==> src/dopc_pkg.sv <==
// shared constants for the demodulator output pin configuration block
package dopc_pkg;
    // ========================================
    // register bus
    localparam int ADDR_W = 8;
    localparam int DATA_W = 16;
    localparam logic [7:0] OFS_OUT_EN    = 8'h00;
    localparam logic [7:0] OFS_TS_CFG    = 8'h01;
    localparam logic [7:0] OFS_LOCK_MODE = 8'h02;
    localparam logic [7:0] OFS_GAIN_CTRL = 8'h03;
    localparam logic [7:0] OFS_GAIN_LVL1 = 8'h04;
    localparam logic [7:0] OFS_GAIN_LVL2 = 8'h05;
    localparam logic [7:0] OFS_GAIN_LVL3 = 8'h06;
    localparam logic [7:0] OFS_XTAL_KHZ  = 8'h07;
    localparam logic [7:0] OFS_IF_KHZ    = 8'h08;
    localparam logic [7:0] OFS_CHAN      = 8'h09;
    localparam logic [7:0] OFS_START     = 8'h0A;
    localparam logic [7:0] OFS_STATUS    = 8'h0B;
    // ========================================
    // field positions
    localparam int BIT_STREAM_EN  = 0;
    localparam int BIT_MONITOR_EN = 1;
    localparam int BIT_MISC_EN    = 2;
    localparam int BIT_PARITY     = 0;
    localparam int BIT_GAP_GATE   = 1;
    localparam int POS_DEMOD_MODE = 0;
    localparam int POS_CORR_MODE  = 4;
    localparam int POS_GAIN_MODE  = 0;
    localparam int BIT_GAIN_NEG   = 2;
    localparam int BIT_MIRROR     = 0;
    localparam int POS_BW         = 2;
    // ========================================
    // encodings
    localparam logic [2:0] LOCK_PIN_INDICATOR_SEL = 3'h0;
    localparam logic [2:0] LOCK_PIN_FILTER8_SEL   = 3'h1;
    localparam logic [2:0] LOCK_PIN_FILTER7_SEL   = 3'h2;
    localparam logic [2:0] LOCK_PIN_FIXED_LOW     = 3'h3;
    localparam logic [2:0] LOCK_PIN_FIXED_HIGH    = 3'h4;
    localparam logic [1:0] GAIN_OFF  = 2'h0;
    localparam logic [1:0] GAIN_FAST = 2'h1;
    localparam logic [1:0] GAIN_SLOW = 2'h2;
    localparam logic [1:0] BW_6MHZ = 2'h0;
    localparam logic [1:0] BW_7MHZ = 2'h1;
    localparam logic [1:0] BW_8MHZ = 2'h2;
    localparam logic [1:0] KIND_DATA   = 2'h0;
    localparam logic [1:0] KIND_PARITY = 2'h1;
    localparam logic [1:0] KIND_GAP    = 2'h2;
    // ========================================
    // reset values
    localparam logic [2:0]  RST_OUT_EN  = 3'h0;
    localparam logic [1:0]  RST_TS_CFG  = 2'h0;
    localparam logic [7:0]  RST_GAIN_LVL = 8'h00;
    localparam logic [15:0] RST_XTAL_KHZ = 16'hEE48;
    localparam logic [15:0] RST_IF_KHZ   = 16'h8D1D;
    localparam logic [1:0]  RST_BW       = BW_8MHZ;
    localparam int PWM_BITS = 8;
endpackage

==> src/dopc_sync.sv <==
// two flip-flop synchroniser for levels from outside the clock domain
`timescale 1ns/1ns
`default_nettype none
module dopc_sync #(
    parameter int W = 1
) (
    // clock and reset
    input  wire logic         core_clk,
    input  wire logic         srst,
    // level in and out
    input  wire logic [W-1:0] async_in,
    output logic      [W-1:0] sync_out
);
    logic [W-1:0] meta_r;
    // ========================================
    // first stage feeds only the second
    always_ff @(posedge core_clk) begin
        if (srst) begin
            meta_r   <= '0;
            sync_out <= '0;
        end else begin
            meta_r   <= async_in;
            sync_out <= meta_r;
        end
    end
endmodule
`default_nettype wire

==> src/dopc_pwm.sv <==
// pulse width modulator for one gain control output
`timescale 1ns/1ns
`default_nettype none
module dopc_pwm
    import dopc_pkg::*;
#(
    parameter int BITS = dopc_pkg::PWM_BITS
) (
    // clock and reset
    input  wire logic            core_clk,
    input  wire logic            srst,
    // duty level, all ones is maximum
    input  wire logic [BITS-1:0] level,
    // modulated output
    output logic                 pwm_out
);
    logic [BITS-1:0] cnt_r;
    initial begin
        if (BITS < 2 || BITS > 16) $error("dopc_pwm: BITS out of range");
    end
    // ========================================
    // free running period counter
    always_ff @(posedge core_clk) begin
        if (srst) cnt_r <= '0;
        else cnt_r <= cnt_r + 1'b1;
    end
    // all ones stays high for the whole period, all zeros never
    always_ff @(posedge core_clk) begin
        if (srst) pwm_out <= 1'b0;
        else pwm_out <= (level == '1) || (cnt_r < level);
    end
endmodule
`default_nettype wire

==> src/dopc_top.sv <==
// output pin configuration: driver enables, lock pins, stream gating, gain
//
// Notes on behaviour
// - after reset every output pin is high impedance
// - stream driver enable false tristates stream pins, true drives them
// - professional variant only: monitor enable drives monitor pins, default tristate
// - one misc enable drives both lock pins, bus enable, interrupt, bus clock
// - host reads back the driver state of stream, monitor and misc groups
// - parity option puts parity bytes on the data lines between packets
// - gap clock gate stops the byte clock during all non valid bytes
// - continuous clock: valid low on non valid bytes, decoder discards them
// - indicator mode: pins show demodulator lock and correction lock
// - filter8 mode: pin high for 8 MHz, low for 7 or 6 MHz
// - filter7 mode: pin high for 7 or 8 MHz, low for 6 MHz
// - fixed modes hold the pin low or high
// - gain mode off, fast hardwired loop, or slow processor loop per symbol
// - positive gain by default, negative only with the slow loop
// - each gain output drives its default level when no loop acts
// - channel parameters are held until the start command
// - timing recovery locks within 500 ppm of programmed clock
// - device is a serial bus slave with two byte register address
// - gain outputs are pwm trains with 256 levels, all ones maximum
//
// Design decisions made here: the register offsets and strobed register access.
`timescale 1ns/1ns
`default_nettype none
module dopc_top #(
    parameter bit PRO_VARIANT = 1'b1,
    parameter int MON_W       = 8
) (
    // clock and reset
    input  wire logic                     core_clk,
    input  wire logic                     srst,
    // register port
    input  wire logic [dopc_pkg::ADDR_W-1:0] reg_addr,
    input  wire logic [dopc_pkg::DATA_W-1:0] reg_wdata,
    input  wire logic                     reg_wr,
    input  wire logic                     reg_rd,
    output logic      [dopc_pkg::DATA_W-1:0] reg_rdata,
    // demodulator core status
    input  wire logic                     demod_locked,
    input  wire logic                     corr_locked,
    input  wire logic [1:0]               detected_bw,
    input  wire logic [7:0]               fast_gain,
    input  wire logic [7:0]               proc_gain,
    input  wire logic [MON_W-1:0]         monitor_data,
    input  wire logic                     sec_bus_en_in,
    input  wire logic                     irq_in,
    input  wire logic                     sec_bus_clk_in,
    // stream source from the correction stage
    input  wire logic                     byte_clk_in,
    input  wire logic [7:0]               src_byte,
    input  wire logic [1:0]               src_kind,
    output logic                          src_take,
    // stream pins
    output logic [7:0]                    stream_data,
    output logic                          stream_clk,
    output logic                          stream_valid,
    output logic                          stream_oe,
    // monitor pins
    output logic [MON_W-1:0]              monitor_pins,
    output logic                          monitor_oe,
    // misc pins
    output logic                          demod_lock_pin,
    output logic                          correction_lock_pin,
    output logic                          secondary_bus_enable_pin,
    output logic                          interrupt_request_pin,
    output logic                          secondary_bus_clock_pin,
    output logic                          misc_oe,
    // gain pins
    output logic [2:0]                    gain_pwm,
    output logic                          gain_oe,
    // committed parameters towards the demodulator
    output logic [15:0]                   act_xtal_khz,
    output logic [15:0]                   act_if_khz,
    output logic                          act_mirror,
    output logic [1:0]                    act_bw,
    output logic                          proc_start
);
    import dopc_pkg::*;

    initial begin
        if (MON_W < 1 || MON_W > DATA_W) $error("dopc_top: MON_W out of range");
    end

    // ========================================
    // helpers
    function automatic logic lock_level(input logic [2:0] mode, input logic ind,
                                        input logic [1:0] bw);
        unique case (mode)
            LOCK_PIN_INDICATOR_SEL: lock_level = ind;
            LOCK_PIN_FILTER8_SEL:   lock_level = (bw == BW_8MHZ);
            LOCK_PIN_FILTER7_SEL:   lock_level = (bw != BW_6MHZ);
            LOCK_PIN_FIXED_HIGH:    lock_level = 1'b1;
            default:                lock_level = 1'b0;
        endcase
    endfunction

    function automatic logic hit(input logic [ADDR_W-1:0] a, input logic [7:0] ofs);
        hit = (a == ofs);
    endfunction

    // ========================================
    // configuration storage
    logic [2:0]  out_en_r;
    logic [1:0]  ts_cfg_r;
    logic [2:0]  demod_mode_r;
    logic [2:0]  corr_mode_r;
    logic [1:0]  gain_mode_r;
    logic        gain_neg_r;
    logic [7:0]  lvl_r [3];
    logic [15:0] xtal_r;
    logic [15:0] if_r;
    logic        mirror_r;
    logic [1:0]  bw_r;
    logic        started_r;
    logic        wr_start;

    assign wr_start = reg_wr && hit(reg_addr, OFS_START);

    // driver enables, monitor bit only exists on the professional part
    always_ff @(posedge core_clk) begin
        if (srst) begin
            out_en_r <= RST_OUT_EN;
        end else if (reg_wr && hit(reg_addr, OFS_OUT_EN)) begin
            out_en_r[BIT_STREAM_EN]  <= reg_wdata[BIT_STREAM_EN];
            out_en_r[BIT_MONITOR_EN] <= PRO_VARIANT & reg_wdata[BIT_MONITOR_EN];
            out_en_r[BIT_MISC_EN]    <= reg_wdata[BIT_MISC_EN];
        end
    end

    // stream options and lock pin functions
    always_ff @(posedge core_clk) begin
        if (srst) begin
            ts_cfg_r     <= RST_TS_CFG;
            demod_mode_r <= LOCK_PIN_INDICATOR_SEL;
            corr_mode_r  <= LOCK_PIN_INDICATOR_SEL;
        end else begin
            if (reg_wr && hit(reg_addr, OFS_TS_CFG))
                ts_cfg_r <= reg_wdata[1:0];
            if (reg_wr && hit(reg_addr, OFS_LOCK_MODE)) begin
                demod_mode_r <= reg_wdata[POS_DEMOD_MODE +: 3];
                corr_mode_r  <= reg_wdata[POS_CORR_MODE +: 3];
            end
        end
    end

    // gain settings; negative sense is kept but only honoured in slow mode
    always_ff @(posedge core_clk) begin
        if (srst) begin
            gain_mode_r <= GAIN_OFF;
            gain_neg_r  <= 1'b0;
            lvl_r[0]    <= RST_GAIN_LVL;
            lvl_r[1]    <= RST_GAIN_LVL;
            lvl_r[2]    <= RST_GAIN_LVL;
        end else if (reg_wr) begin
            if (hit(reg_addr, OFS_GAIN_CTRL)) begin
                gain_mode_r <= reg_wdata[POS_GAIN_MODE +: 2];
                gain_neg_r  <= reg_wdata[BIT_GAIN_NEG];
            end
            if (hit(reg_addr, OFS_GAIN_LVL1)) lvl_r[0] <= reg_wdata[7:0];
            if (hit(reg_addr, OFS_GAIN_LVL2)) lvl_r[1] <= reg_wdata[7:0];
            if (hit(reg_addr, OFS_GAIN_LVL3)) lvl_r[2] <= reg_wdata[7:0];
        end
    end

    // staged channel parameters, invisible to the core until start
    always_ff @(posedge core_clk) begin
        if (srst) begin
            xtal_r   <= RST_XTAL_KHZ;
            if_r     <= RST_IF_KHZ;
            mirror_r <= 1'b0;
            bw_r     <= RST_BW;
        end else if (reg_wr) begin
            if (hit(reg_addr, OFS_XTAL_KHZ)) xtal_r <= reg_wdata;
            if (hit(reg_addr, OFS_IF_KHZ))   if_r   <= reg_wdata;
            if (hit(reg_addr, OFS_CHAN)) begin
                mirror_r <= reg_wdata[BIT_MIRROR];
                bw_r     <= reg_wdata[POS_BW +: 2];
            end
        end
    end

    // commit on start; a one cycle pulse tells the processor to run
    always_ff @(posedge core_clk) begin
        if (srst) begin
            act_xtal_khz <= RST_XTAL_KHZ;
            act_if_khz   <= RST_IF_KHZ;
            act_mirror   <= 1'b0;
            act_bw       <= RST_BW;
            proc_start   <= 1'b0;
            started_r    <= 1'b0;
        end else begin
            proc_start <= wr_start;
            if (wr_start) begin
                act_xtal_khz <= xtal_r;
                act_if_khz   <= if_r;
                act_mirror   <= mirror_r;
                act_bw       <= bw_r;
                started_r    <= 1'b1;
            end
        end
    end

    // ========================================
    // read port, unmapped offsets read zero; the serial slave sits in front of it
    always_ff @(posedge core_clk) begin
        if (srst) begin
            reg_rdata <= '0;
        end else if (reg_rd) begin
            reg_rdata <= '0;
            unique case (reg_addr)
                OFS_OUT_EN:    reg_rdata[2:0] <= {misc_oe, monitor_oe, stream_oe};
                OFS_TS_CFG:    reg_rdata[1:0] <= ts_cfg_r;
                OFS_LOCK_MODE: reg_rdata <= {9'h000, corr_mode_r, 1'b0, demod_mode_r};
                OFS_GAIN_CTRL: reg_rdata[2:0] <= {gain_neg_r, gain_mode_r};
                OFS_GAIN_LVL1: reg_rdata[7:0] <= lvl_r[0];
                OFS_GAIN_LVL2: reg_rdata[7:0] <= lvl_r[1];
                OFS_GAIN_LVL3: reg_rdata[7:0] <= lvl_r[2];
                OFS_XTAL_KHZ:  reg_rdata <= xtal_r;
                OFS_IF_KHZ:    reg_rdata <= if_r;
                OFS_CHAN:      reg_rdata[3:0] <= {bw_r, 1'b0, mirror_r};
                OFS_STATUS:    reg_rdata[4:0] <= {started_r, detected_bw, corr_locked, demod_locked};
                default:       reg_rdata <= '0;
            endcase
        end
    end

    // ========================================
    // pin drivers; enables come straight from storage so a write shows next cycle
    assign stream_oe  = out_en_r[BIT_STREAM_EN];
    assign monitor_oe = out_en_r[BIT_MONITOR_EN];
    assign misc_oe    = out_en_r[BIT_MISC_EN];
    assign gain_oe    = out_en_r[BIT_MISC_EN];

    // lock pins and pass-through misc pins, registered once
    always_ff @(posedge core_clk) begin
        if (srst) begin
            demod_lock_pin           <= 1'b0;
            correction_lock_pin      <= 1'b0;
            secondary_bus_enable_pin <= 1'b0;
            interrupt_request_pin    <= 1'b1;
            secondary_bus_clock_pin  <= 1'b1;
            monitor_pins             <= '0;
        end else begin
            demod_lock_pin      <= lock_level(demod_mode_r, demod_locked, detected_bw);
            correction_lock_pin <= lock_level(corr_mode_r, corr_locked, detected_bw);
            secondary_bus_enable_pin <= sec_bus_en_in;
            interrupt_request_pin    <= irq_in;
            secondary_bus_clock_pin  <= sec_bus_clk_in;
            monitor_pins             <= monitor_data;
        end
    end

    // ========================================
    // gain control selection for the first output; others use defaults
    logic [7:0] gain1_nxt;
    always_comb begin
        unique case (gain_mode_r)
            GAIN_FAST: gain1_nxt = fast_gain;
            GAIN_SLOW: gain1_nxt = gain_neg_r ? ~proc_gain : proc_gain;
            default:   gain1_nxt = lvl_r[0];
        endcase
    end

    dopc_pwm #(.BITS(PWM_BITS)) u_pwm1 (
        .core_clk (core_clk),
        .srst     (srst),
        .level    (gain1_nxt),
        .pwm_out  (gain_pwm[0])
    );
    dopc_pwm #(.BITS(PWM_BITS)) u_pwm2 (
        .core_clk (core_clk),
        .srst     (srst),
        .level    (lvl_r[1]),
        .pwm_out  (gain_pwm[1])
    );
    dopc_pwm #(.BITS(PWM_BITS)) u_pwm3 (
        .core_clk (core_clk),
        .srst     (srst),
        .level    (lvl_r[2]),
        .pwm_out  (gain_pwm[2])
    );

    // ========================================
    // stream output, byte clock sampled from the link
    logic bclk_s;
    logic bclk_d_r;
    logic rise;
    logic gated_r;

    dopc_sync #(.W(1)) u_bclk_sync (
        .core_clk (core_clk),
        .srst     (srst),
        .async_in (byte_clk_in),
        .sync_out (bclk_s)
    );

    assign rise = bclk_s && !bclk_d_r;

    always_ff @(posedge core_clk) begin
        if (srst) bclk_d_r <= 1'b0;
        else bclk_d_r <= bclk_s;
    end

    // one byte per link clock rise; data change while the clock is low
    always_ff @(posedge core_clk) begin
        if (srst) begin
            stream_data  <= 8'h00;
            stream_valid <= 1'b0;
            src_take     <= 1'b0;
            gated_r      <= 1'b0;
        end else begin
            src_take <= rise;
            if (rise) begin
                stream_valid <= (src_kind == KIND_DATA);
                gated_r      <= ts_cfg_r[BIT_GAP_GATE] && (src_kind != KIND_DATA);
                if (src_kind == KIND_DATA)
                    stream_data <= src_byte;
                else if (src_kind == KIND_PARITY && ts_cfg_r[BIT_PARITY])
                    stream_data <= src_byte;
                else
                    stream_data <= 8'h00;
            end
        end
    end

    // clock follows the link, held low for gated bytes
    always_ff @(posedge core_clk) begin
        if (srst) stream_clk <= 1'b0;
        else stream_clk <= bclk_d_r && !gated_r && !rise;
    end
endmodule
`default_nettype wire

==> config.mk <==
export PLATFORM = sky130hd
export DESIGN_NAME = dopc_top
export DESIGN_NICKNAME = d
export VERILOG_FILES = /design/src/dopc_pkg.sv /design/src/dopc_sync.sv /design/src/dopc_pwm.sv /design/src/dopc_top.sv
export SDC_FILE = /design/constraint.sdc
export NUM_CORES = 1
export LEC_CHECK = 0
export ABC_CLOCK_PERIOD_IN_PS = 2900
export BUFFER_PORTS_ARGS = -buffer_cell sky130_fd_sc_hd__buf_4
export CORE_UTILIZATION = 55
export CTS_BUF_LIST = sky130_fd_sc_hd__clkbuf_4 sky130_fd_sc_hd__clkbuf_8
export DETAILED_ROUTE_END_ITERATION = 10
export PLACE_DENSITY_LB_ADDON = 0.2
export SLEW_MARGIN = 25
export SYNTH_ARGS = -nofsm -noshare
export SYNTH_HDL_FRONTEND = slang
export SYNTH_SLANG_ARGS = --single-unit
==> constraint.sdc <==
create_clock -name core_clk -period 2.9 [get_ports core_clk]
set_input_delay 0.58 -clock core_clk [delete_from_list [all_inputs] [get_ports core_clk]]
set_output_delay 0.58 -clock core_clk [all_outputs]
set_load 0.01 [all_outputs]
Word-level counts from Yosys, hierarchy flattened
Memories as Yosys holds them, arrays and structs flattened.
Index checks and enable logic that the tools add are counted.
{ "word_totals": {"reg_bits": 157, "latch_bits": 0, "ram_bits": 24, "mem_bits_ro": 0, "input_bits": 70, "out_inout_bits": 83, "elab_cells": 126, "mem_count": 1} }
{ "op_classes": {"addsub": 3, "multipliers": 0, "div_mod_pow": 0, "magnitude_cmp": 3, "n_eq_ne": 24, "n_shift": 0, "muxes": 29, "bitwise": 4, "reduce_logical": 25} }
{ "memory_table": {"columns": ["name", "words", "width", "rd", "rd_ports_with_merged_regs", "write_ports", "line", "text"], "rows": [
  ["lvl_r", 3, 8, 3, 0, 3, "dopc_top.sv:111", "logic [7:0] lvl_r [3];"]
]} }
{ "op_table": {"columns": ["operator", "n"], "rows": [
  ["$mux W8", 6],
  ["$eq A8 B3 Y1 const B", 4],
  ["$eq A8 B4 Y1 const B", 4],
  ["$pmux W8 S2", 2],
  ["$add A8 B1 Y8 const B", 3],
  ["$eq A8 B8 Y1 const B", 3],
  ["$lt A8 B8 Y1", 3],
  ["$pmux W2 S11", 1],
  ["$pmux W3 S6", 1],
  ["$eq A8 B2 Y1 const B", 2],
  ["$mux W1", 14],
  ["$pmux W1 S7", 2],
  ["$pmux W1 S10", 1],
  ["$logic_and A1 B1 Y1", 9],
  ["$eq A8 B1 Y1 const B", 1],
  ["$logic_not A8 Y1", 1],
  ["$not A8 Y8", 1],
  ["$pmux W1 S4", 2],
  ["$reduce_and A2 Y1", 4],
  ["$eq A3 B1 Y1 const B", 2],
  ["$eq A3 B2 Y1 const B", 2],
  ["$eq A3 B3 Y1 const B", 2],
  ["$logic_not A3 Y1", 2],
  ["$eq A2 B1 Y1 const B", 2],
  ["6 further kinds", 14]
]} }

Logic depth before layout (Yosys ltp)
Gate-level depths: netlist of run 1.
{ "logic_depth": {"depth_word": 6, "ltp_mapped": 11, "ltp_nobuf": 10} }

Cells and area by module
A second synthesis of run 1 with hierarchy kept.
{ "unflattened": {"hier_cells": 863, "area_unflattened_um2": 7945.1} }
{ "modules_own_cells": {"columns": ["module", "n_inst", "cells_per_inst", "area_each_um2", "seq_area_each_um2"], "rows": [
  ["dopc_top", 1, 682, 6334.8, 3283.1],
  ["dopc_pwm", 3, 59, 519.2, 180.2],
  ["dopc_sync", 1, 4, 52.6, 40.0]
]} }

Worst setup path before layout of run 1
No wires, ideal clock.
{ "synth_timing": {"path_kind": "input port to flip-flop", "startpoint": "input port reg_addr[7] (netlist bit)", "endpoint": "memory lvl_r[1][2], in the netlist lvl_r[0][10], enable pin", "setup_time_ns": 0.375, "t_arrival_ns": 2.023, "t_required_ns": 2.525, "setup_slack_ns": 0.503, "cell_stages": 5, "path_buffers": 1, "cell_sequence": "or4_4 buf_6 nor2_1 nand2_1 o21bai_1"} }
{ "synth_lines": {"columns": ["item", "line", "text"], "rows": [
  ["start, declared", "dopc_top.sv:35", "input wire logic [dopc_pkg::ADDR_W-1:0] reg_addr,"],
  ["end, declared", "dopc_top.sv:111", null]
]} }

Final worst setup path of run 1
{ "layout_timing": {"startpoint": "register gain_mode_r[0]", "endpoint": "register u_pwm1.pwm_out"} }
{ "layout_via": {"elab_chain_len": 4, "elab_cells_between_ends": 6} }
{ "layout_rtl": {"columns": ["item", "line", "text"], "rows": [
  ["start, declared", "dopc_top.sv:109", "logic [1:0] gain_mode_r;"],
  ["start signal, assigned", "dopc_top.sv:158", "gain_mode_r <= reg_wdata[POS_GAIN_MODE +: 2];"],
  ["$eq A2 B2 Y1 / $eq A2 B1 Y1 (equally long branches)", "dopc_top.sv:259", "unique case (gain_mode_r)"],
  ["$pmux W8 S2 (*)", "dopc_top.sv:259", null],
  ["$lt A8 B8 Y1 / $eq A8 B8 Y1 (equally long branches)", "dopc_pwm.sv:30", "else pwm_out <= (level == '1) || (cnt_r < level);"],
  ["$logic_or A1 B1 Y1 (*)", "dopc_pwm.sv:30", null],
  ["end signal, assigned", "dopc_pwm.sv:30", null],
  ["end, declared", "dopc_pwm.sv:15", "output logic pwm_out"]
]} }
Every way passes the cells marked *; elsewhere a longest branch is shown, timed or not.
A chain may end at the register's enable or synchronous reset.

==> qor.yml, run 1 <==
timing:
  timing.fmax_mhz: 431
  tns_ps: 0
  skew_ps: 16.6
  max_slew_margin_pct: 40.6
  post-route-period-util_pct: 79.9
  drv_slew: 0
  rsz0062_at_grt: "false"
  setup_viol: 0
  tightest_slew_ps: 885
  period_needed_ps: 2320
  hold_viol: 0
die:
  ioPinCount: 153
  fp.dieW_um: 121
  dieArea_um2: 14800
  initial_core_util_pct: 56.6
  row_count: 43
  die_h_um: 121
  core-area_um2: 13900
synthesis:
  synth_edf_count: 24
  synth_top_area_share_pct: 40.0
  yosys.cell_count.top_type: "dfxtp_1"
  synth_area_leader_cell: "dfxtp_1"
  seq_area_frac_synth_pct: 49.2
  synthArstFlopShare_pct: 0
  ys_top_cells_by_area: "dfxtp_1, edfxtp_1, nand2_1, ha_1, nor2_1"
  synthTopCellsByCount: "dfxtp_1, nand2_1, nor2_1"
  syn_nets: 944
  synth-seq-cells: 181
  ys.warnings.count: 0
  ys.flop_type: "dfxtp_1"
  synth_cells: 848
  synthDistinctLibCells: 63
  syn_avg_cell_area_um2: 9.26
  syn_area_um2: 7850
clock_network:
  numCtsBuffers: 17
  htree_levels: 4
  ctsHoldBuffers: 0
  cts_root_buf: "clkbuf_8"
  cts_tree: "yes"
  max-clock-path-buffers: 2
  path_clk_slew_ps: 100
  post_cts_buffers: 0
  clkSinkCount: 181
  clk_latency_ps: 460
  cts_resized: 0
detailed_routing:
  vias: 6559
  drtIter0Drc: 397
  drt_first_pass_iters: 5
  viasPerCell: 5.60
  drt-total-wl_um: 19700
  wl_per_cell_um: 16.9
  drcViolationCount: 0
  ant_nets: 0
setup_path:
  reg2reg_to: "u_pwm1.pwm_out$_SDFF_PP0_"
  start_kind: "flip-flop"
  path_buf_inv: 2
  end_kind: "flip-flop"
  crit_family: "compound AO/OA/AOI/OAI gates"
  rr_startpoint: "gain_mode_r[0]$_SDFFE_PP0P_"
  crit_required_ps: 3270
  r2r_cells: 10
  crit_chain: "inv_1 > ha_1 > inv_1 > o21ai_0 > ha_1 > a21oi_1 > nor2b_1 > o21ai_0 > o31ai_1 > o22ai_1"
  max_stage_delay_ps: 460
  crit_type: "reg2reg"
  critical_path.slowest_cell: "ha_1"
  r2r_setup_slack_ps: 580
  cp_max_fo: 11
  crit_arrival_ps: 2690
finish:
  diodes: 0
  drive_above_1_share_pct: 21.8
  nFillCells: 1161
  register_area_um2: 3860
  multi_input_area_um2: 3640
  layout.cells.non_filler: 1171
  num-nets-final: 1074
  areaGrowthSynthToFinish_pct: 20.8
global_routing:
  grt_pass1_vias: 6191
  grt-ovfl-total: 0
  grt_max_degree: 105
  grt_pass1_wl_um: 31600
  antenna_found_initial: 0
  grt.total_usage_pct: 27.9
placement:
  io_buffer_count: 152
  dp.cells: 1139
  gp_congestion: 0.915
  place_hpwl_um: 13800
power_and_ir_drop:
  internal_power_w: 0.00356
  pwr-share-clk_pct: 36.7
  p_sw_w: 0.00121
  ir_drop_v: 0.000312
  p_sw_share_pct: 25.4
  cellPowerDensity_nw_per_um2: 502
  p_leak_nw: 4.09
  comb_power_share_pct: 8.1
  pwr-share-seq_pct: 55.2
outcome:
  outcome: "complete, no violations"
worst_hold_path:
  hp-class: "in2reg"
  min-delay-start: "irq_in"
  worstHoldEndpoint: "interrupt_request_pin$_SDFF_PP1_"
  min_delay_path_depth: 2
flow_run:
  drv_cap: 0
## placed cells by master (no fill, tap or decap), types with 19 or more instances in the layout
| master | synthesis | final |
|---|---|---|
| nand3_1 | 21 | 21 |
| nand3b_1 | 34 | 34 |
| ha_1 | 26 | 26 |
| xor2_1 | 20 | 20 |
| edfxtp_1 | 24 | 24 |
| clkbuf_8 | 0 | 20 |
| nor2b_1 | 28 | 28 |
| a21oi_1 | 42 | 42 |
| dfxtp_1 | 157 | 157 |
| buf_4 | 5 | 163 |
| mux2i_1 | 25 | 25 |
| nor2_1 | 75 | 75 |
| o21ai_0 | 19 | 19 |
| inv_1 | 23 | 23 |
| nand2_1 | 148 | 148 |
## power by group through the flow
stage | logic (W) | registers [W] | clock network [W]
after floorplan | 0.000199 | 0.00268 | 0
after global placement | 0.000379 | 0.00269 | 0
after detailed placement | 0.000381 | 0.00269 | 0
after CTS | 0.000383 | 0.00263 | 0.00177
after global routing | 0.000418 | 0.00264 | 0.00188
final | 0.000384 | 0.00263 | 0.00175
## how the worst max path moves through the flow
| stage | cells after the start | to | from |
|---|---|---|---|
| detailed placement | 6 | lvl_r[0][8]$_DFFE_PP_ | reg_addr[7] |
| global placement | 6 | lvl_r[0][8]$_DFFE_PP_ | reg_addr[7] |
| global route | 10 | u_pwm1.pwm_out$_SDFF_PP0_ | gain_mode_r[0]$_SDFFE_PP0P_ |
| finish | 10 | u_pwm1.pwm_out$_SDFF_PP0_ | gain_mode_r[0]$_SDFFE_PP0P_ |
| CTS | 10 | u_pwm1.pwm_out$_SDFF_PP0_ | gain_mode_r[0]$_SDFFE_PP0P_ |
| floorplan | 5 | lvl_r[0][10]$_DFFE_PP_ | reg_addr[7] |
## flip-flops by register name, indices dropped and copies added (netlist names), 3 cells and up
register / count
monitor_pins: 8
out_en_r: 3
act_if_khz: 16
u_pwm3.cnt_r: 8
stream_data: 8
corr_mode_r: 3
if_r: 16
xtal_r: 16
lvl_r: 24
u_pwm2.cnt_r: 8
u_pwm1.cnt_r: 8
demod_mode_r: 3
reg_rdata: 16
act_xtal_khz: 16
## layout make-up
class                      count  share of cell area, %
sequential                   181                   40.7
timing repair buffer         165                   13.3
clock buffer                  20                   2.90
clock inverter                12                   1.35
inverter                      23                  0.910
multi-input combinational    590                   38.4
tap                          180                   2.37
## per-stage QoR
stage	worst slack (ps)	utilization, %	total power, W	hold slack, ps	instance area, um2
2_1_floorplan	503	-	0.00288	397	7850
3_3_place_gp	351	65.4	0.00307	412	9080
3_5_place_dp	271	65.4	0.00307	414	9080
4_1_cts	588	68.3	0.00479	268	9490
5_1_grt	363	68.3	0.00494	258	9490
6_report	582	68.3	0.00477	293	9490
## per-layer routing
metal	global-route usage, %	up-vias	part of all wire (%)
met5	0	-	0
met4	8.87	0	2.0
li1	-	3193	-
met1	34.8	3108	43
met3	8.27	36	6.5
met2	46.1	222	48
## kinds of logic after synthesis
kind of cell	share of synthesized area, %
and+or+nand+nor	23.1
xor gates and xnor gates	2.90
DFF	49.2
muxes	4.33
adders and majority gates	4.14
buffers and inverters	4.41
AOI/OAI and AO/OA	11.9
Power figures use the tool's default switching activity.
==> inputs of run 2 (changes only) <==
Settings changed: ABC_CLOCK_PERIOD_IN_PS 2900 to 2300.
Clock period 2.9 ns to 2.3 ns, I/O delays scaled along.
==> qor.yml, run 2 (synthesis results as in run 1) <==
timing:
  setup_ws_ps: 169  # -413 ps
  drv_slew: 0  # unchanged
  setup_viol: 0  # unchanged
  max_slew_margin_pct: 62.6  # +22 points
  timing.fmax_mhz: 469  # +8.8%
  tns_ps: 0  # unchanged
  skew_ps: 10.9  # -5.63 ps
  hold_viol: 0  # unchanged
  rsz0062_at_grt: "false"
  period_needed_ps: 2130  # -187 ps
  post-route-period-util_pct: 92.7  # +13 points
  tightest_slew_ps: 561  # -324 ps
global_routing:
  grtUsageMet2_pct: 48.2  # +2.1 points
  antenna_found_initial: 0  # unchanged
  busiest_layer: "met2"
  grt_max_degree: 56  # -47%
  grt_pass1_wl_um: 32300  # +2.2%
  grt_pass1_vias: 6367  # +2.8%
  use_met1_pct: 34.9  # +0.11 points
  grt.total_usage_pct: 28.7  # +0.75 points
  grt-ovfl-total: 0  # unchanged
  use_met3_pct: 7.42  # -0.85 points
finish:
  drive_above_1_share_pct: 23.3  # +1.5 points
  final_common_cell: "buf_4"
  largest-register: "lvl_r"
  final_cell_mix: "buf_4, dfxtp_1, nand2_1"
  nFillCells: 1154  # -0.60%
  num-nets-final: 1092  # +1.7%
  largest_reg_flops: 24  # unchanged
  diodes: 0  # unchanged
  stdcell_area_um2: 9620  # +1.4%
  areaGrowthSynthToFinish_pct: 22.5
detailed_routing:
  drt-total-wl_um: 20400  # +3.4%
  drt_first_pass_iters: 5  # unchanged
  ant_nets: 0  # unchanged
  vias: 6738  # +2.7%
  wl_per_cell_um: 17.2  # +1.9%
  drtIter0Drc: 476  # +20%
  drcViolationCount: 0  # unchanged
  viasPerCell: 5.67  # +1.3%
setup_path:
  crit_required_ps: 2690  # -580 ps
  path_buf_inv: 1  # -1
  crit_arrival_ps: 2520  # -170 ps
  crit_type: "reg2reg"
  end_kind: "flip-flop"
  critical_path.slowest_cell: "dfxtp_1"
  crit_chain: "inv_1 > ha_1 > a221o_1 > o21ai_0 > ha_1 > a21oi_1 > nor2b_1 > o21ai_0 > o31ai_1 > o22ai_1"
  crit_family: "compound AO/OA/AOI/OAI gates"
  cp_max_fo: 7  # -4
  max_stage_delay_ps: 450  # about the same
  start_kind: "flip-flop"
clock_network:
  cts_root_buf: "clkbuf_8"
  path_clk_slew_ps: 100  # about the same
  max-clock-path-buffers: 2  # unchanged
  clk_latency_ps: 470  # about the same
  numCtsBuffers: 17  # unchanged
  clkSinkCount: 181  # unchanged
  post_cts_buffers: 0  # unchanged
  cts_tree: "yes"
  htree_levels: 4  # unchanged
outcome:
  outcome: "complete, no violations"
placement:
  gp_congestion: 0.942  # +2.9%
  place_hpwl_um: 14500  # +5.2%
  place_ws_ps: -16.9  # -288 ps
  io_buffer_count: 152  # unchanged
  postPlaceCellArea_um2: 9230  # +1.6%
die:
  fp.dieW_um: 121  # unchanged
  dieArea_um2: 14800  # unchanged
  row_count: 43  # unchanged
  initial_core_util_pct: 56.6  # unchanged
  ioPinCount: 153  # unchanged
  die_h_um: 121  # unchanged
  core-area_um2: 13900  # unchanged
power_and_ir_drop:
  ir_drop_v: 0.000586  # +88%
  cellPowerDensity_nw_per_um2: 613  # +22%
  p_leak_nw: 4.16  # +1.7%
flow_run:
  drv_cap: 0  # unchanged
worst_hold_path:
  hp-class: "in2reg"
==> run 2: worst paths after layout <==
| kind | start | endpoint | slack [ps] | cells past startpoint |
|---|---|---|---|---|
| worst min-delay path | irq_in | interrupt_request_pin$_SDFF_PP1_ | 170 | 2 |
| worst max register to register | gain_mode_r[1]$_SDFFE_PP0P_ | u_pwm1.pwm_out$_SDFF_PP0_ | 170 | 10 |
| worst max-delay path | gain_mode_r[1]$_SDFFE_PP0P_ | u_pwm1.pwm_out$_SDFF_PP0_ | 170 | 10 |
| worst min register to register | gated_r$_SDFFE_PP0P_ | stream_clk$_SDFF_PP0_ | 430 | 1 |
==> run 2: routing by layer <==
metal,up-vias,wire [um]
li1,3233,-
met1,3215,8530
met2,246,9940
met3,44,1430
met4,0,507
met5,-,0
==> run 2: final cells by class <==
type,instances,area [um2],area share (%)
well taps,180,225,2.34
inverters,23,86.3,0.897
repair buffers,183,1410,14.7
clock buffers,19,249,2.59
multi-input cells,590,3660,38.1
flip-flops and latches,181,3860,40.2
clock inverters,12,123,1.27
==> run 2: metrics by stage <==
step,hold WS [ps],util [%],std cells,power [W]
after floorplan,397,-,848,0.00364
after detailed placement,415,66.5,1157,0.00389
after CTS,147,69.2,1188,0.00592
after global routing,142,69.3,1188,0.00611
after global placement,412,66.5,1157,0.00388
final,168,69.3,1188,0.00590
==> run 2: what timing repair did <==
| action | in CTS | in global routing |
|---|---|---|
| gates resized for setup | 0 | 3 |
| setup endpoints to repair | 0 | 1 |
| hold buffers | 0 | 0 |
==> run 2: power breakdown <==
part / internal [W] / switching (W)
logic: 0.000242 / 0.000263
clock network: 0.000897 / 0.00118
registers: 0.00327 / 0.0000511
total: 0.00440 / 0.00149
==> inputs of run 3 (changes only) <==
Settings changed: ABC_CLOCK_PERIOD_IN_PS 2300 to 2710, HOLD_SLACK_MARGIN set to 0.05.
Clock period 2.3 ns to 2.71 ns, I/O delays scaled along.
==> qor.yml, run 3 (synthesis results as in run 1) <==
timing:
  hold_viol: 0  # unchanged
  drv_slew: 0  # unchanged
  tightest_slew_ps: 689  # +129 ps
  skew_ps: 12.7  # +1.78 ps
  rsz0062_at_grt: "false"
  max_slew_margin_pct: 53.9  # -8.7 points
  tns_ps: 0  # unchanged
  setup_viol: 0  # unchanged
  setup_ws_ps: 367  # +198 ps
  period_needed_ps: 2340  # +212 ps
  post-route-period-util_pct: 86.5  # -6.2 points
  timing.fmax_mhz: 427  # -9.0%
finish:
  nFillCells: 1096  # -5.0%
  layout.cells.non_filler: 1180  # -0.67%
  multi_input_area_um2: 3640  # -0.51%
  areaGrowthSynthToFinish_pct: 22.1
  final_cell_mix: "buf_4, dfxtp_1, nand2_1"
  largest_reg_flops: 24  # unchanged
  final_common_cell: "buf_4"
  diodes: 0  # unchanged
  fin_util_pct: 69.1  # -0.23 points
  register_area_um2: 3860  # unchanged
  num-nets-final: 1083  # -0.82%
  drive_above_1_share_pct: 22.5  # -0.81 points
  largest-register: "lvl_r"
die:
  dieArea_um2: 14800  # unchanged
  initial_core_util_pct: 56.6  # unchanged
  die_h_um: 121  # unchanged
  core-area_um2: 13900  # unchanged
  ioPinCount: 153  # unchanged
  fp.dieW_um: 121  # unchanged
  row_count: 43  # unchanged
worst_hold_path:
  min_delay_path_depth: 2  # unchanged
  hp-class: "in2reg"
  min-delay-start: "irq_in"
  worstHoldEndpoint: "interrupt_request_pin$_SDFF_PP1_"
setup_path:
  crit_family: "compound AO/OA/AOI/OAI gates"
  max_stage_delay_ps: 450  # about the same
  r2r_cells: 10  # unchanged
  crit_required_ps: 3100  # +410 ps
  crit_arrival_ps: 2730  # +210 ps
  crit_type: "reg2reg"
  rr_startpoint: "gain_mode_r[0]$_SDFFE_PP0P_"
  crit_chain: "inv_1 > ha_1 > inv_1 > o21ai_0 > ha_1 > a21oi_1 > nor2b_1 > o21ai_0 > o31ai_1 > o22ai_1"
  r2r_setup_slack_ps: 370  # +200 ps
  end_kind: "flip-flop"
  path_buf_inv: 2  # +1
  reg2reg_to: "u_pwm1.pwm_out$_SDFF_PP0_"
  cp_max_fo: 11  # +4
  start_kind: "flip-flop"
  critical_path.slowest_cell: "ha_1"
clock_network:
  post_cts_buffers: 0  # unchanged
  numCtsBuffers: 17  # unchanged
  clk_latency_ps: 480  # about the same
  clkSinkCount: 181  # unchanged
  path_clk_slew_ps: 100  # about the same
  max-clock-path-buffers: 2  # unchanged
  cts_root_buf: "clkbuf_8"
  ctsHoldBuffers: 0  # unchanged
  cts_resized: 0  # unchanged
  cts_tree: "yes"
  htree_levels: 4  # unchanged
global_routing:
  grt-ovfl-total: 0  # unchanged
  grt.total_usage_pct: 28.6  # -0.058 points
  grt_pass1_vias: 6407  # +0.63%
  antenna_found_initial: 0  # unchanged
  grt_max_degree: 65  # +16%
  grt_pass1_wl_um: 32300  # +0.24%
detailed_routing:
  ant_nets: 0  # unchanged
  vias: 6635  # -1.5%
  viasPerCell: 5.62  # -0.86%
  drtIter0Drc: 509  # +6.9%
  drcViolationCount: 0  # unchanged
  drt-total-wl_um: 20200  # -0.98%
  drt_first_pass_iters: 8  # +3
  wl_per_cell_um: 17.1  # -0.31%
placement:
  dp.cells: 1148  # -0.78%
  place_hpwl_um: 14300  # -1.1%
  io_buffer_count: 152  # unchanged
  gp_congestion: 0.889  # -5.6%
  place_ws_ps: 320  # +337 ps
outcome:
  outcome: "complete, no violations"
flow_run:
  drv_cap: 0  # unchanged
power_and_ir_drop:
  ir_drop_v: 0.000521  # -11%
  cellPowerDensity_nw_per_um2: 548  # -11%
  p_leak_nw: 4.14  # -0.48%
## run 3: changes by cell type in the layout (fill, tap and decap cells not counted), sizes merged
cell and change:
buf -9, bufinv +3, clkbuf -1, clkinv +2
clkinvlp -2, inv -1
## run 3: how the worst max path moves through the flow
stage / start / to / slack (ps) / depth (start not counted)
global placement: reg_addr[7] / lvl_r[0][8]$_DFFE_PP_ / 360 / 6
global route: gain_mode_r[0]$_SDFFE_PP0P_ / u_pwm1.pwm_out$_SDFF_PP0_ / 110 / 10
floorplan: reg_addr[7] / lvl_r[0][10]$_DFFE_PP_ / 350 / 5
finish: gain_mode_r[0]$_SDFFE_PP0P_ / u_pwm1.pwm_out$_SDFF_PP0_ / 370 / 10
CTS: gain_mode_r[0]$_SDFFE_PP0P_ / u_pwm1.pwm_out$_SDFF_PP0_ / 410 / 10
detailed placement: reg_addr[7] / lvl_r[0][5]$_DFFE_PP_ / 320 / 6
## run 3: routing by layer
layer | part of all wire, % | vias up | track usage (%)
li1 | - | 3221 | -
met1 | 41 | 3128 | 34.7
met2 | 49 | 244 | 48.4
met3 | 7.1 | 42 | 7.61
met4 | 2.0 | 0 | 10.6
met5 | 0 | - | 0
## run 3: cell type report
| class | instances | area share, % |
|---|---|---|
| clock inverter | 14 | 2.06 |
| clock buffer | 18 | 2.52 |
| inverter | 23 | 0.900 |
| timing repair buffer | 174 | 13.9 |
| tap | 180 | 2.35 |
| multi-input combinational | 590 | 38.0 |
| sequential | 181 | 40.3 |
## run 3: metrics by stage
step	total power, W	instance area (um2)	hold WS (ps)
after floorplan	0.00309	7850	397
after global placement	0.00329	9150	413
after detailed placement	0.00329	9150	424
after CTS	0.00527	9590	229
after global routing	0.00544	9590	223
final	0.00525	9590	244
## run 3: power by group
part	leakage [nW]	switching [W]	total, W	internal (W)
combinational	2.42	0.000220	0.000418	0.000198
sequential	1.50	0.0000434	0.00282	0.00277
clock	0.221	0.000996	0.00202	0.00103
